### src/logic/sasc_pkg.sv
// Purpose: shared constants for the port status, error and control register set
// Assumes: 32-bit register bus, byte addresses, one aligned word per register
// Notes:   all offsets, field positions, codes and reset values live here
`default_nettype none
package sasc_pkg;

  // bus geometry
  localparam int unsigned ADDR_W = 4;
  localparam int unsigned DATA_W = 32;

  // register byte offsets
  localparam logic [3:0] REG_STATUS = 4'h0;
  localparam logic [3:0] REG_ERROR  = 4'h4;
  localparam logic [3:0] REG_CTRL   = 4'h8;
  localparam logic [3:0] REG_IMASK  = 4'hc;

  // status field positions
  localparam int unsigned ST_PWR_LSB = 8;
  localparam int unsigned ST_SPD_LSB = 4;
  localparam int unsigned ST_DET_LSB = 0;
  localparam int unsigned ST_W       = 12;

  // power state codes
  localparam logic [3:0] PWR_NONE    = 4'h0;
  localparam logic [3:0] PWR_ACTIVE  = 4'h1;
  localparam logic [3:0] PWR_PARTIAL = 4'h2;
  localparam logic [3:0] PWR_SLUMBER = 4'h6;

  // speed codes
  localparam logic [3:0] SPD_NONE = 4'h0;
  localparam logic [3:0] SPD_GEN1 = 4'h1;
  localparam logic [3:0] SPD_GEN2 = 4'h2;

  // presence and phy codes
  localparam logic [3:0] DET_NONE    = 4'h0;
  localparam logic [3:0] DET_PRESENT = 4'h1;
  localparam logic [3:0] DET_LINK    = 4'h3;
  localparam logic [3:0] DET_OFFLINE = 4'h4;

  // error flag register layout
  localparam logic [31:0] ERR_RESET      = 32'h0040_0000;
  localparam logic [31:0] ERR_VALID      = 32'h0fff_0f03;
  localparam int unsigned ERR_BIT_PHYRDY = 16;
  localparam int unsigned ERR_BIT_EXCHG  = 26;

  // control register layout
  localparam logic [31:0] CTRL_RESET   = 32'h0000_0004;
  localparam logic [31:0] CTRL_WMASK   = 32'h001f_ffff;
  localparam int unsigned CTRL_SPM_LSB = 12;
  localparam int unsigned CTRL_PWR_LSB = 8;
  localparam int unsigned CTRL_SPD_LSB = 4;
  localparam int unsigned CTRL_DET_LSB = 0;

  // interrupt mask reset
  localparam logic [31:0] IMASK_RESET = 32'h0000_0000;

  // bus handshake states
  typedef enum logic {SASC_BUS_IDLE, SASC_BUS_ACK} sasc_bus_t;

endpackage
`default_nettype wire

### src/logic/sasc_flag_if.sv
// Purpose: carries set, clear and held flags between the register file and a flag bank
// Assumes: one clock, driven by the owner of the flag bank
// Notes:   width is a parameter
`timescale 1ns/1ns
`default_nettype none
interface sasc_flag_if #(parameter int unsigned W = 32);
  logic [W-1:0] set_bits;
  logic [W-1:0] clr_bits;
  logic [W-1:0] flags;
  // flag bank side
  modport owner (input set_bits, input clr_bits, output flags);
  // register file side
  modport user (output set_bits, output clr_bits, input flags);
endinterface // sasc_flag_if
`default_nettype wire

### src/logic/sasc_regs.sv
// Purpose: per-port link status, sticky error flags and control register set
// Assumes: Avalon-MM slave with waitrequest, 250 MHz clk_in, sync active-low reset
// Notes:   every request is answered one cycle after it is first seen
//
// Functional notes
// - writing one clears a flag bit, writing zero leaves it alone
// - power field bits 11:8 reports none 0, active 1, partial 2, slumber 6
// - speed field bits 7:4 reports none 0, first rate 1, second rate 2
// - presence field bits 3:0 reports none, present, linked, or offline code
// - control reserved bits read zero after reset; software writes zeros there
// - error flags accumulate since last clear and hold until cleared or reset
// - control register reads back the value last written, with only bits 20:0 kept
`timescale 1ns/1ns
`default_nettype none
module sasc_regs
  import sasc_pkg::*;
(
  // clock and reset
  input  wire logic              clk_in,
  input  wire logic              rst_b_in,
  // avalon-mm slave
  input  wire logic [ADDR_W-1:0] avs_address_in,
  input  wire logic              avs_read_in,
  input  wire logic              avs_write_in,
  input  wire logic [3:0]        avs_byteenable_in,
  input  wire logic [DATA_W-1:0] avs_writedata_in,
  output logic [DATA_W-1:0]      avs_readdata_out,
  output logic                   avs_waitrequest_out,
  // link conditions from phy and link layers
  input  wire logic              dev_present_in,
  input  wire logic              phy_comm_in,
  input  wire logic              loopback_in,
  input  wire logic              gen2_in,
  input  wire logic              partial_in,
  input  wire logic              slumber_in,
  // error events, one-cycle pulses
  input  wire logic [31:0]       err_event_in,
  // control fields
  output logic [3:0]             select_power_request_out,
  output logic [3:0]             ctrl_power_out,
  output logic [3:0]             ctrl_speed_out,
  output logic [3:0]             ctrl_presence_out,
  // interrupt
  output logic                   irq_out
);

  // bus handshake state
  sasc_bus_t         bus_state_r;
  sasc_bus_t         bus_state_nxt;
  logic              waitreq_r;
  logic              waitreq_nxt;
  logic [DATA_W-1:0] rdata_r;
  logic [DATA_W-1:0] rdata_nxt;

  // register state
  logic [31:0]       ctrl_r;
  logic [31:0]       ctrl_nxt;
  logic [31:0]       imask_r;
  logic [31:0]       imask_nxt;
  logic              irq_r;
  logic              irq_nxt;

  // link change tracking
  logic              present_prev_r;
  logic              present_prev_nxt;
  logic              comm_prev_r;
  logic              comm_prev_nxt;

  // decode helpers
  logic [31:0]       be_mask;
  logic              wr_take;
  logic              offline;
  logic [31:0]       status_word;
  logic [31:0]       err_set;
  logic [ST_W-1:0]   status_code;

  sasc_flag_if #(.W(32)) err_if ();

  // expand byte enables to a bit mask
  always_comb begin
    for (int i = 0; i < 4; i++) begin
      be_mask[i*8 +: 8] = {8{avs_byteenable_in[i]}};
    end
  end

  // a write lands only on the edge where waitrequest is seen low
  assign wr_take = avs_write_in && (bus_state_r == SASC_BUS_ACK);

  // disabled port or loopback forces the offline code
  assign offline = loopback_in || (ctrl_r[CTRL_DET_LSB +: 4] == DET_OFFLINE);

  // status encoder
  sasc_status_enc u_status (
    .clk_in         (clk_in),
    .rst_b_in       (rst_b_in),
    .dev_present_in (dev_present_in),
    .phy_comm_in    (phy_comm_in),
    .offline_in     (offline),
    .gen2_in        (gen2_in),
    .partial_in     (partial_in),
    .slumber_in     (slumber_in),
    .status_out     (status_code)
  );

  // upper status bits stay zero
  assign status_word = {{(32 - ST_W){1'b0}}, status_code};

  // error events plus phy-ready and presence changes
  always_comb begin
    err_set                 = err_event_in;
    err_set[ERR_BIT_PHYRDY] = err_event_in[ERR_BIT_PHYRDY] ||
                              (phy_comm_in != comm_prev_r);
    err_set[ERR_BIT_EXCHG]  = err_event_in[ERR_BIT_EXCHG] ||
                              (dev_present_in != present_prev_r);
  end

  assign err_if.set_bits = err_set;
  assign err_if.clr_bits = (wr_take && avs_address_in == REG_ERROR) ?
                           (avs_writedata_in & be_mask) : 32'h0000_0000;

  // sticky error flags
  sasc_w1c_flags #(
    .W     (32),
    .RESET (ERR_RESET),
    .VALID (ERR_VALID)
  ) u_err (
    .clk_in   (clk_in),
    .rst_b_in (rst_b_in),
    .fl       (err_if.owner)
  );

  // link change history
  always_comb begin
    present_prev_nxt = dev_present_in;
    comm_prev_nxt    = phy_comm_in;
  end

  always_ff @(posedge clk_in) begin
    if (!rst_b_in) begin
      present_prev_r <= 1'b0;
      comm_prev_r    <= 1'b0;
    end else begin
      present_prev_r <= present_prev_nxt;
      comm_prev_r    <= comm_prev_nxt;
    end
  end

  // control and mask writes
  always_comb begin
    ctrl_nxt  = ctrl_r;
    imask_nxt = imask_r;
    if (wr_take && avs_address_in == REG_CTRL) begin
      ctrl_nxt = ((ctrl_r & ~be_mask) | (avs_writedata_in & be_mask))
                 & CTRL_WMASK;
    end
    if (wr_take && avs_address_in == REG_IMASK) begin
      imask_nxt = ((imask_r & ~be_mask) | (avs_writedata_in & be_mask))
                  & ERR_VALID;
    end
  end

  always_ff @(posedge clk_in) begin
    if (!rst_b_in) begin
      ctrl_r  <= CTRL_RESET;
      imask_r <= IMASK_RESET;
    end else begin
      ctrl_r  <= ctrl_nxt;
      imask_r <= imask_nxt;
    end
  end

  // level interrupt from unmasked flags
  always_comb begin
    irq_nxt = |(err_if.flags & imask_r);
  end

  always_ff @(posedge clk_in) begin
    if (!rst_b_in) begin
      irq_r <= 1'b0;
    end else begin
      irq_r <= irq_nxt;
    end
  end

  // bus handshake and read mux
  always_comb begin
    bus_state_nxt = bus_state_r;
    waitreq_nxt   = waitreq_r;
    rdata_nxt     = rdata_r;
    unique case (bus_state_r)
      SASC_BUS_IDLE: begin
        waitreq_nxt = 1'b1;
        if (avs_read_in || avs_write_in) begin
          bus_state_nxt = SASC_BUS_ACK;
          waitreq_nxt   = 1'b0;
          unique case (avs_address_in)
            REG_STATUS: rdata_nxt = status_word;
            REG_ERROR:  rdata_nxt = err_if.flags;
            REG_CTRL:   rdata_nxt = ctrl_r;
            REG_IMASK:  rdata_nxt = imask_r;
            default:    rdata_nxt = 32'h0000_0000; // unmapped reads zero
          endcase
        end
      end
      SASC_BUS_ACK: begin
        bus_state_nxt = SASC_BUS_IDLE;
        waitreq_nxt   = 1'b1;
      end
    endcase
  end

  always_ff @(posedge clk_in) begin
    if (!rst_b_in) begin
      bus_state_r <= SASC_BUS_IDLE;
      waitreq_r   <= 1'b1;
      rdata_r     <= 32'h0000_0000;
    end else begin
      bus_state_r <= bus_state_nxt;
      waitreq_r   <= waitreq_nxt;
      rdata_r     <= rdata_nxt;
    end
  end

  // outputs straight from flops
  assign avs_readdata_out         = rdata_r;
  assign avs_waitrequest_out      = waitreq_r;
  assign select_power_request_out = ctrl_r[CTRL_SPM_LSB +: 4];
  assign ctrl_power_out           = ctrl_r[CTRL_PWR_LSB +: 4];
  assign ctrl_speed_out           = ctrl_r[CTRL_SPD_LSB +: 4];
  assign ctrl_presence_out        = ctrl_r[CTRL_DET_LSB +: 4];
  assign irq_out                  = irq_r;

endmodule // sasc_regs
`default_nettype wire

### src/logic/sasc_status_enc.sv
// Purpose: encodes link conditions into power, speed and presence codes
// Assumes: condition inputs are already on clk_in
// Notes:   result is registered, one cycle behind the inputs
`timescale 1ns/1ns
`default_nettype none
module sasc_status_enc
  import sasc_pkg::*;
(
  // clock and reset
  input  wire logic              clk_in,
  input  wire logic              rst_b_in,
  // link conditions
  input  wire logic              dev_present_in,
  input  wire logic              phy_comm_in,
  input  wire logic              offline_in,
  input  wire logic              gen2_in,
  input  wire logic              partial_in,
  input  wire logic              slumber_in,
  // encoded status
  output logic [ST_W-1:0]        status_out
);

  logic [ST_W-1:0] status_r;
  logic [ST_W-1:0] status_nxt;
  logic [3:0]      pwr;
  logic [3:0]      link_speed_code;
  logic [3:0]      presence_phy_state;
  logic            link_up;

  // pick the three codes
  always_comb begin
    link_up = dev_present_in && phy_comm_in && !offline_in;
    if (!link_up) begin
      pwr = PWR_NONE;
    end else if (slumber_in) begin
      pwr = PWR_SLUMBER;
    end else if (partial_in) begin
      pwr = PWR_PARTIAL;
    end else begin
      pwr = PWR_ACTIVE;
    end
    if (!link_up) begin
      link_speed_code = SPD_NONE;
    end else begin
      link_speed_code = gen2_in ? SPD_GEN2 : SPD_GEN1;
    end
    if (offline_in) begin
      presence_phy_state = DET_OFFLINE;
    end else if (!dev_present_in) begin
      presence_phy_state = DET_NONE;
    end else if (!phy_comm_in) begin
      presence_phy_state = DET_PRESENT;
    end else begin
      presence_phy_state = DET_LINK;
    end
    status_nxt = {pwr, link_speed_code, presence_phy_state};
  end

  // register the codes
  always_ff @(posedge clk_in) begin
    if (!rst_b_in) begin
      status_r <= '0;
    end else begin
      status_r <= status_nxt;
    end
  end

  assign status_out = status_r;

endmodule // sasc_status_enc
`default_nettype wire

### src/logic/sasc_w1c_flags.sv
// Purpose: bank of sticky flags, set by events, cleared by writing ones
// Assumes: set and clear arrive as one-cycle pulses on clk_in
// Notes:   a set in the same cycle as its clear leaves the flag set
`timescale 1ns/1ns
`default_nettype none
module sasc_w1c_flags #(
  parameter int unsigned     W     = 32,
  parameter logic [W-1:0]    RESET = '0,
  parameter logic [W-1:0]    VALID = '1
) (
  // clock and reset
  input  wire logic          clk_in,
  input  wire logic          rst_b_in,
  // flag traffic
  sasc_flag_if.owner         fl
);

  logic [W-1:0] flags_r;
  logic [W-1:0] flags_nxt;

  // accumulate events, clear on ones, set beats clear
  always_comb begin
    flags_nxt = ((flags_r & ~fl.clr_bits) | fl.set_bits) & VALID;
  end

  // hold flags until cleared or reset
  always_ff @(posedge clk_in) begin
    if (!rst_b_in) begin
      flags_r <= RESET & VALID;
    end else begin
      flags_r <= flags_nxt;
    end
  end

  assign fl.flags = flags_r;

endmodule // sasc_w1c_flags
`default_nettype wire

### config.mk
export PLATFORM = sky130hd
export DESIGN_NAME = sasc_regs
export DESIGN_NICKNAME = d
export VERILOG_FILES = /design/src/logic/sasc_pkg.sv /design/src/logic/sasc_flag_if.sv /design/src/logic/sasc_regs.sv /design/src/logic/sasc_status_enc.sv /design/src/logic/sasc_w1c_flags.sv
export SDC_FILE = /design/constraint.sdc
export NUM_CORES = 1
export LEC_CHECK = 0
export ABC_AREA = 1
export BUFFER_PORTS_ARGS = -buffer_cell sky130_fd_sc_hd__buf_2
export CORE_UTILIZATION = 48
export CTS_CLUSTER_DIAMETER = 150
export DETAILED_ROUTE_END_ITERATION = 10
export PLACE_DENSITY = 0.87
export SETUP_SLACK_MARGIN = 0.02
export SLEW_MARGIN = 20
export SYNTH_ARGS = -nofsm -noshare
export SYNTH_HDL_FRONTEND = slang
export SYNTH_HIERARCHICAL = 1
export SYNTH_SLANG_ARGS = --single-unit
### constraint.sdc
create_clock -name clk_in -period 1.12 [get_ports clk_in]
set_input_delay 0.056 -clock clk_in [delete_from_list [all_inputs] [get_ports clk_in]]
set_output_delay 0.056 -clock clk_in [all_outputs]
set_load 0.03 [all_outputs]
# Word-level counts from Yosys, hierarchy flattened
# Index checks and enable logic that the tools add are counted.
word_totals:
  latch_bits: 0
  rom_bits: 0
  word_cells: 62
  regBits: 106
  out_inout_bits: 50
  input_bits: 82
  n_memories: 0
  ramBits: 0
classes:
  add_sub_neg: 0
  bitwise: 14
  n_lt_le_gt_ge: 0
  mul: 0
  eq_ne: 6
  reduce_logical: 17
  shifts: 0
  mux: 12
  n_div: 0
ops:
  columns: ["op", "count"]
  rows:
  - ["AND 28 bit", 4]
  - ["case mux 28 bit (4 select lines)", 1]
  - ["inverter 28 bit", 2]
  - ["OR 28 bit", 2]
  - ["OR reduction 32 bit", 1]
  - ["two-way mux 28 bit", 1]
  - ["AND 21 bit", 1]
  - ["OR 21 bit", 1]
  - ["two-way mux 3 bit", 3]
  - ["== test 4 x 3 -> 1 bit (second input constant)", 2]
  - ["== test 4 bit (second input constant)", 2]
  - ["logical AND 1 bit", 6]
  - ["two-way mux 2 bit", 3]
  - ["OR reduction 3 bit", 2]
  - ["zero test 4 bit", 1]
  - ["logical OR 1 bit", 4]
  - ["inverter 1 bit", 4]
  - ["case mux 1 bit (2 select lines)", 2]
  - ["AND reduction 2 bit", 2]
  - ["two-way mux 1 bit", 2]
  - ["inequality test 1 bit", 2]
  - ["zero test 1 bit", 1]

# Depth between registers and ports, before layout
depth:
  word_depth: 6
  ltp_mapped: 10

# Hierarchy
# The synthesis kept the hierarchy.
by_module_without_submodules:
  columns: ["mod", "cells_each", "area_each_um2", "seq_area_each_um2", "n_inst"]
  rows:
  - ["sasc_regs", 585, 3885.0, 1521.5, 1]
  - ["sasc_w1c_flags", 106, 810.8, 360.3, 1]
  - ["sasc_status_enc", 29, 271.5, 160.2, 1]

# Least setup slack after synthesis
# Ideal clock, no wire load.
synth_timing:
  path_type: "reg-to-reg"
  startpoint: "register bus_state_r"
  endpoint: "register u_err.flags_r[23] (netlist: u_err/fl.flags[23])"
  n_path_buf: 1
  path_slack_ns: -0.122
  path_stages_with_launch: 9
  setup_time_ns: 0.115
  required_time_ns: 1.005
  arrival_time_ns: 1.127
  cell_sequence: "dfxtp_1 -> nand2_1 -> nor2_2 -> inv_2 -> buf_2 -> nor2_1 -> inv_1 -> nand2_1 -> a21oi_2"
synth_between:
  elab_chain_len: 6
synth_lines:
  columns: ["item", "line", "text"]
  rows:
  - ["start: declaration", "sasc_regs.sv:48", "sasc_bus_t bus_state_r;"]
  - ["start signal: assignment", "sasc_regs.sv:218", "bus_state_r <= bus_state_nxt;"]
  - ["logical AND 1 bit", "sasc_regs.sv:87", "assign wr_take = avs_write_in && (bus_state_r == SASC_BUS_ACK);"]
  - ["logical AND 1 bit", "sasc_regs.sv:118", "assign err_if.clr_bits = (wr_take && avs_address_in == REG_ERROR) ?"]
  - ["two-way mux 28 bit", "sasc_regs.sv:118", null]
  - ["net err_if.clr_bits[23]", "sasc_flag_if.sv:8", "logic [W-1:0] clr_bits;"]
  - ["inverter 28 bit", "sasc_w1c_flags.sv:23", "flags_nxt = ((flags_r & ~fl.clr_bits) | fl.set_bits) & VALID;"]
  - ["AND 28 bit", "sasc_w1c_flags.sv:23", null]
  - ["OR 28 bit", "sasc_w1c_flags.sv:23", null]
  - ["end signal: assignment", "sasc_w1c_flags.sv:29", "flags_r <= RESET & VALID;"]
  - ["end signal: assignment", "sasc_w1c_flags.sv:31", "flags_r <= flags_nxt;"]
  - ["end: declaration", "sasc_w1c_flags.sv:18", "logic [W-1:0] flags_r;"]
# The timed path passes the listed nets, and every way through them passes these cells.
# A chain may end at the register's enable or synchronous reset.

==> summary.txt <==
Outcome
  – Status: finished, violations left
  – Failing checks: hold timing, setup timing

Pwr
  – P_leak: 3.05 nW
  – Clk pwr share: 0.369
  – Flop pwr share: 0.497
  – Int Power: 0.00558 W
  – Logic pwr share: 0.134
  – Sw frac: 0.263
  – Maximum vdd drop: 0.727 mV
  – Switching pwr: 0.00199 W
  – Power Density: ~1100 nW/um^2

Clocking
  – # clock sinks: just over 100
  – Max Root-Sink Buffers: 2
  – Clk root buf: clkbuf_8
  – Worst skew pair latency: approximately 0.38 ns
  – Clock slew at reported path FFs: ~0.10 ns
  – CTS H-tree depth: 3
  – CTS Buf Count: 9
  – CTS tree: built

Routing
  – DR vias: 5659
  – DRT antenna net count: 0
  – DRT Pass-1 Iters: 6
  – Via density: approximately 5.7
  – Post-route DRC violation count: 0
  – Routed len/inst: between 15 and 20 microns
  – Drt total wl: between 15000 and 20000 microns
  – DRT iter0 DRCs: 942

Timing
  – Final hold vios: 2
  – Clk_skew: 0.0113 ns
  – F_max: 788 MHz
  – Max-slew violations: 0
  – Final setup violating endpoints: 61
  – RSZ-0062 raised after global routing: true
  – Hold WS: -0.00124 ns
  – Period utilization: 1.13
  – Fin Setup TNS: -3.00 ns
  – Rel. slew slack: 0.647
  – Post-layout min period: 1.27 ns
  – Final WS setup: -0.148 ns
  – Slew @ Worst Pin: 0.529 ns

Placement
  – Pre-CTS WS: -0.178 ns
  – Post-DP HPWL: 9420 microns
  – DP Area: approximately 5500 sq um
  – Gpl congestion: approximately 0.92
  – I/O Buffers: 113
  – Placed Instances: 927

Cells and area
  – Fill count: slightly above 700
  – Ratio of cells with drive above 1 in the final layout: 0.326
  – Diode count: 0
  – Fin cells: 999
  – Final #Nets: 944
  – Register area: 2050 sq um
  – Area of the multi-input gates: ~2600 sq um
  – Finished Core Util: 0.694
  – Final Instance Area: approximately 6800 sq um
  – Layout area overhead: 39.6%

Critical path
  – Worst-path fanout max: 4
  – Cell chain of the critical path: nand2_8, nor2_8, buf_12, buf_8, nand2_4, nand2_4, a21oi_2
  – Crit start category: flip-flop
  – Worst R2R Start: bus_state_r
  – Crit end category: flip-flop
  – Critical Path AT: 1.54 ns
  – CP most frequent cell: nand2_4
  – CP required: 1.39 ns
  – R2r setup slk: -0.15 ns
  – Crit Path Class: reg2reg
  – Crit path largest cell delay: 0.39 ns
  – Worst reg2reg path depth: 7
  – Slowest library cell on the worst path: dfxtp_4
  – Crit. Startpoint: bus_state_r

GRT
  – Vias in the first global route: 4581
  – Global route total overflow: 0
  – First-pass GRT wire length: roughly 22000 microns
  – Antenna violations before repair: 0
  – Overall Global Routing Usage: 0.271
  – Largest net degree at the start of global routing: between 60 and 70

Die
  – Area of the core: a little under 10000 sq um
  – Starting Density: 0.497
  – Die area: around 11000 sq um
  – Num ports: 132
  – Die H: 103 microns
  – Die width: 103 microns
  – Row count: 36

Logic synthesis
  – Post-Synthesis Cells: 692
  – YS warnings: 6
  – Syn_area_per_cell: 7.03 sq um
  – Synth Cell Area: 4860 sq um

Hold path
  – Worst min-delay path category: in2reg

Run
  – Maxcap violations: 0
-- worst max-delay path: cells and delay by family (launching register included) --
kind                   cells  cell delay, ns
AO/OA/AOI/OAI              1            0.06
buffers and inverters      2            0.27
flip-flops                 1            0.39
AND/OR/NAND/NOR            4            0.42
-- cell usage in the layout, fill, tap and decap left out, types with 2 or more instances in the layout --
master and n:
buf_8 2, conb_1 18, nand3_1 73, nand3_2 4, buf_6 6, nand2_2 14, clkbuf_8 9, buf_12 4
nand3_4 3, dfxtp_1 99, inv_2 7, o21ai_1 16, nor2_1 41, o21ai_0 11, buf_4 36, bufinv_16 3
dlygate4sd3_1 46, nand4_1 2, dfxtp_2 2, o21ai_2 5, a21oi_2 35, a21oi_1 52, clkinv_1 2, nand2_4 12
buf_2 112, nor2_2 5, inv_1 60, nand2_8 5, nand2_1 161, nor2_4 6, nor2_8 2
-- what timing repair did --
| item | 4_1_cts | 5_1_grt |
|---|---|---|
| setup endpoints to repair | 63 | 82 |
| pin swaps | 7 | 17 |
| buffers inserted | 2 | 6 |
| cloned | 0 | 3 |
| endpoints found under the hold margin | 47 | 2 |
| resized for setup | 19 | 106 |
| hold buffers | 44 | 2 |
-- power groups by stage --
stage | Sequential, W | Clock (W) | Combinational (W)
3_3_place_gp | 0.00383 | 0 | 0.000726
5_1_grt | 0.00377 | 0.00294 | 0.00107
4_1_cts | 0.00375 | 0.00273 | 0.000864
6_report | 0.00376 | 0.00279 | 0.00102
2_1_floorplan | 0.00385 | 0 | 0.000422
3_5_place_dp | 0.00383 | 0 | 0.000735
-- worst min-delay path by stage --
stage | start | slack [ns] | end | depth (start not counted)
after floorplan | gen2_in | 0.13 | u_status/status_out[4] | 1
after global placement | gen2_in | 0.23 | u_status/status_out[4] | 2
after detailed placement | gen2_in | 0.24 | u_status/status_out[4] | 2
after CTS | avs_writedata_in[8] | 0.003 | flip-flop | 3
after global routing | rst_b_in | -0.006 | flip-flop | 2
final | rst_b_in | -0.001 | flip-flop | 2
-- per-stage QoR --
stage	total power, W	hold WS, ns
global placement	0.00455	0.230
floorplan	0.00427	0.128
finish	0.00757	-0.00124
CTS	0.00734	0.00272
detailed placement	0.00456	0.236
global route	0.00778	-0.00594
-- per-layer routing --
metal | up-vias | part of all wire | track usage
met2 | 520 | 0.44 | 0.434
met5 | - | 0 | 0
met4 | 0 | 0.070 | 0.111
met1 | 2496 | 0.37 | 0.361
met3 | 152 | 0.12 | 0.0488
li1 | 2491 | - | -
-- layout make-up --
| cell class | instances | area share |
|---|---|---|
| multi-input combinational | 471 | 0.378 |
| sequential | 102 | 0.302 |
| timing repair buffer | 208 | 0.221 |
| inverter | 70 | 0.0394 |
| tap | 133 | 0.0245 |
| clock buffer | 9 | 0.0182 |
| clock inverter | 6 | 0.0164 |
(Power assumes the default switching activity.)
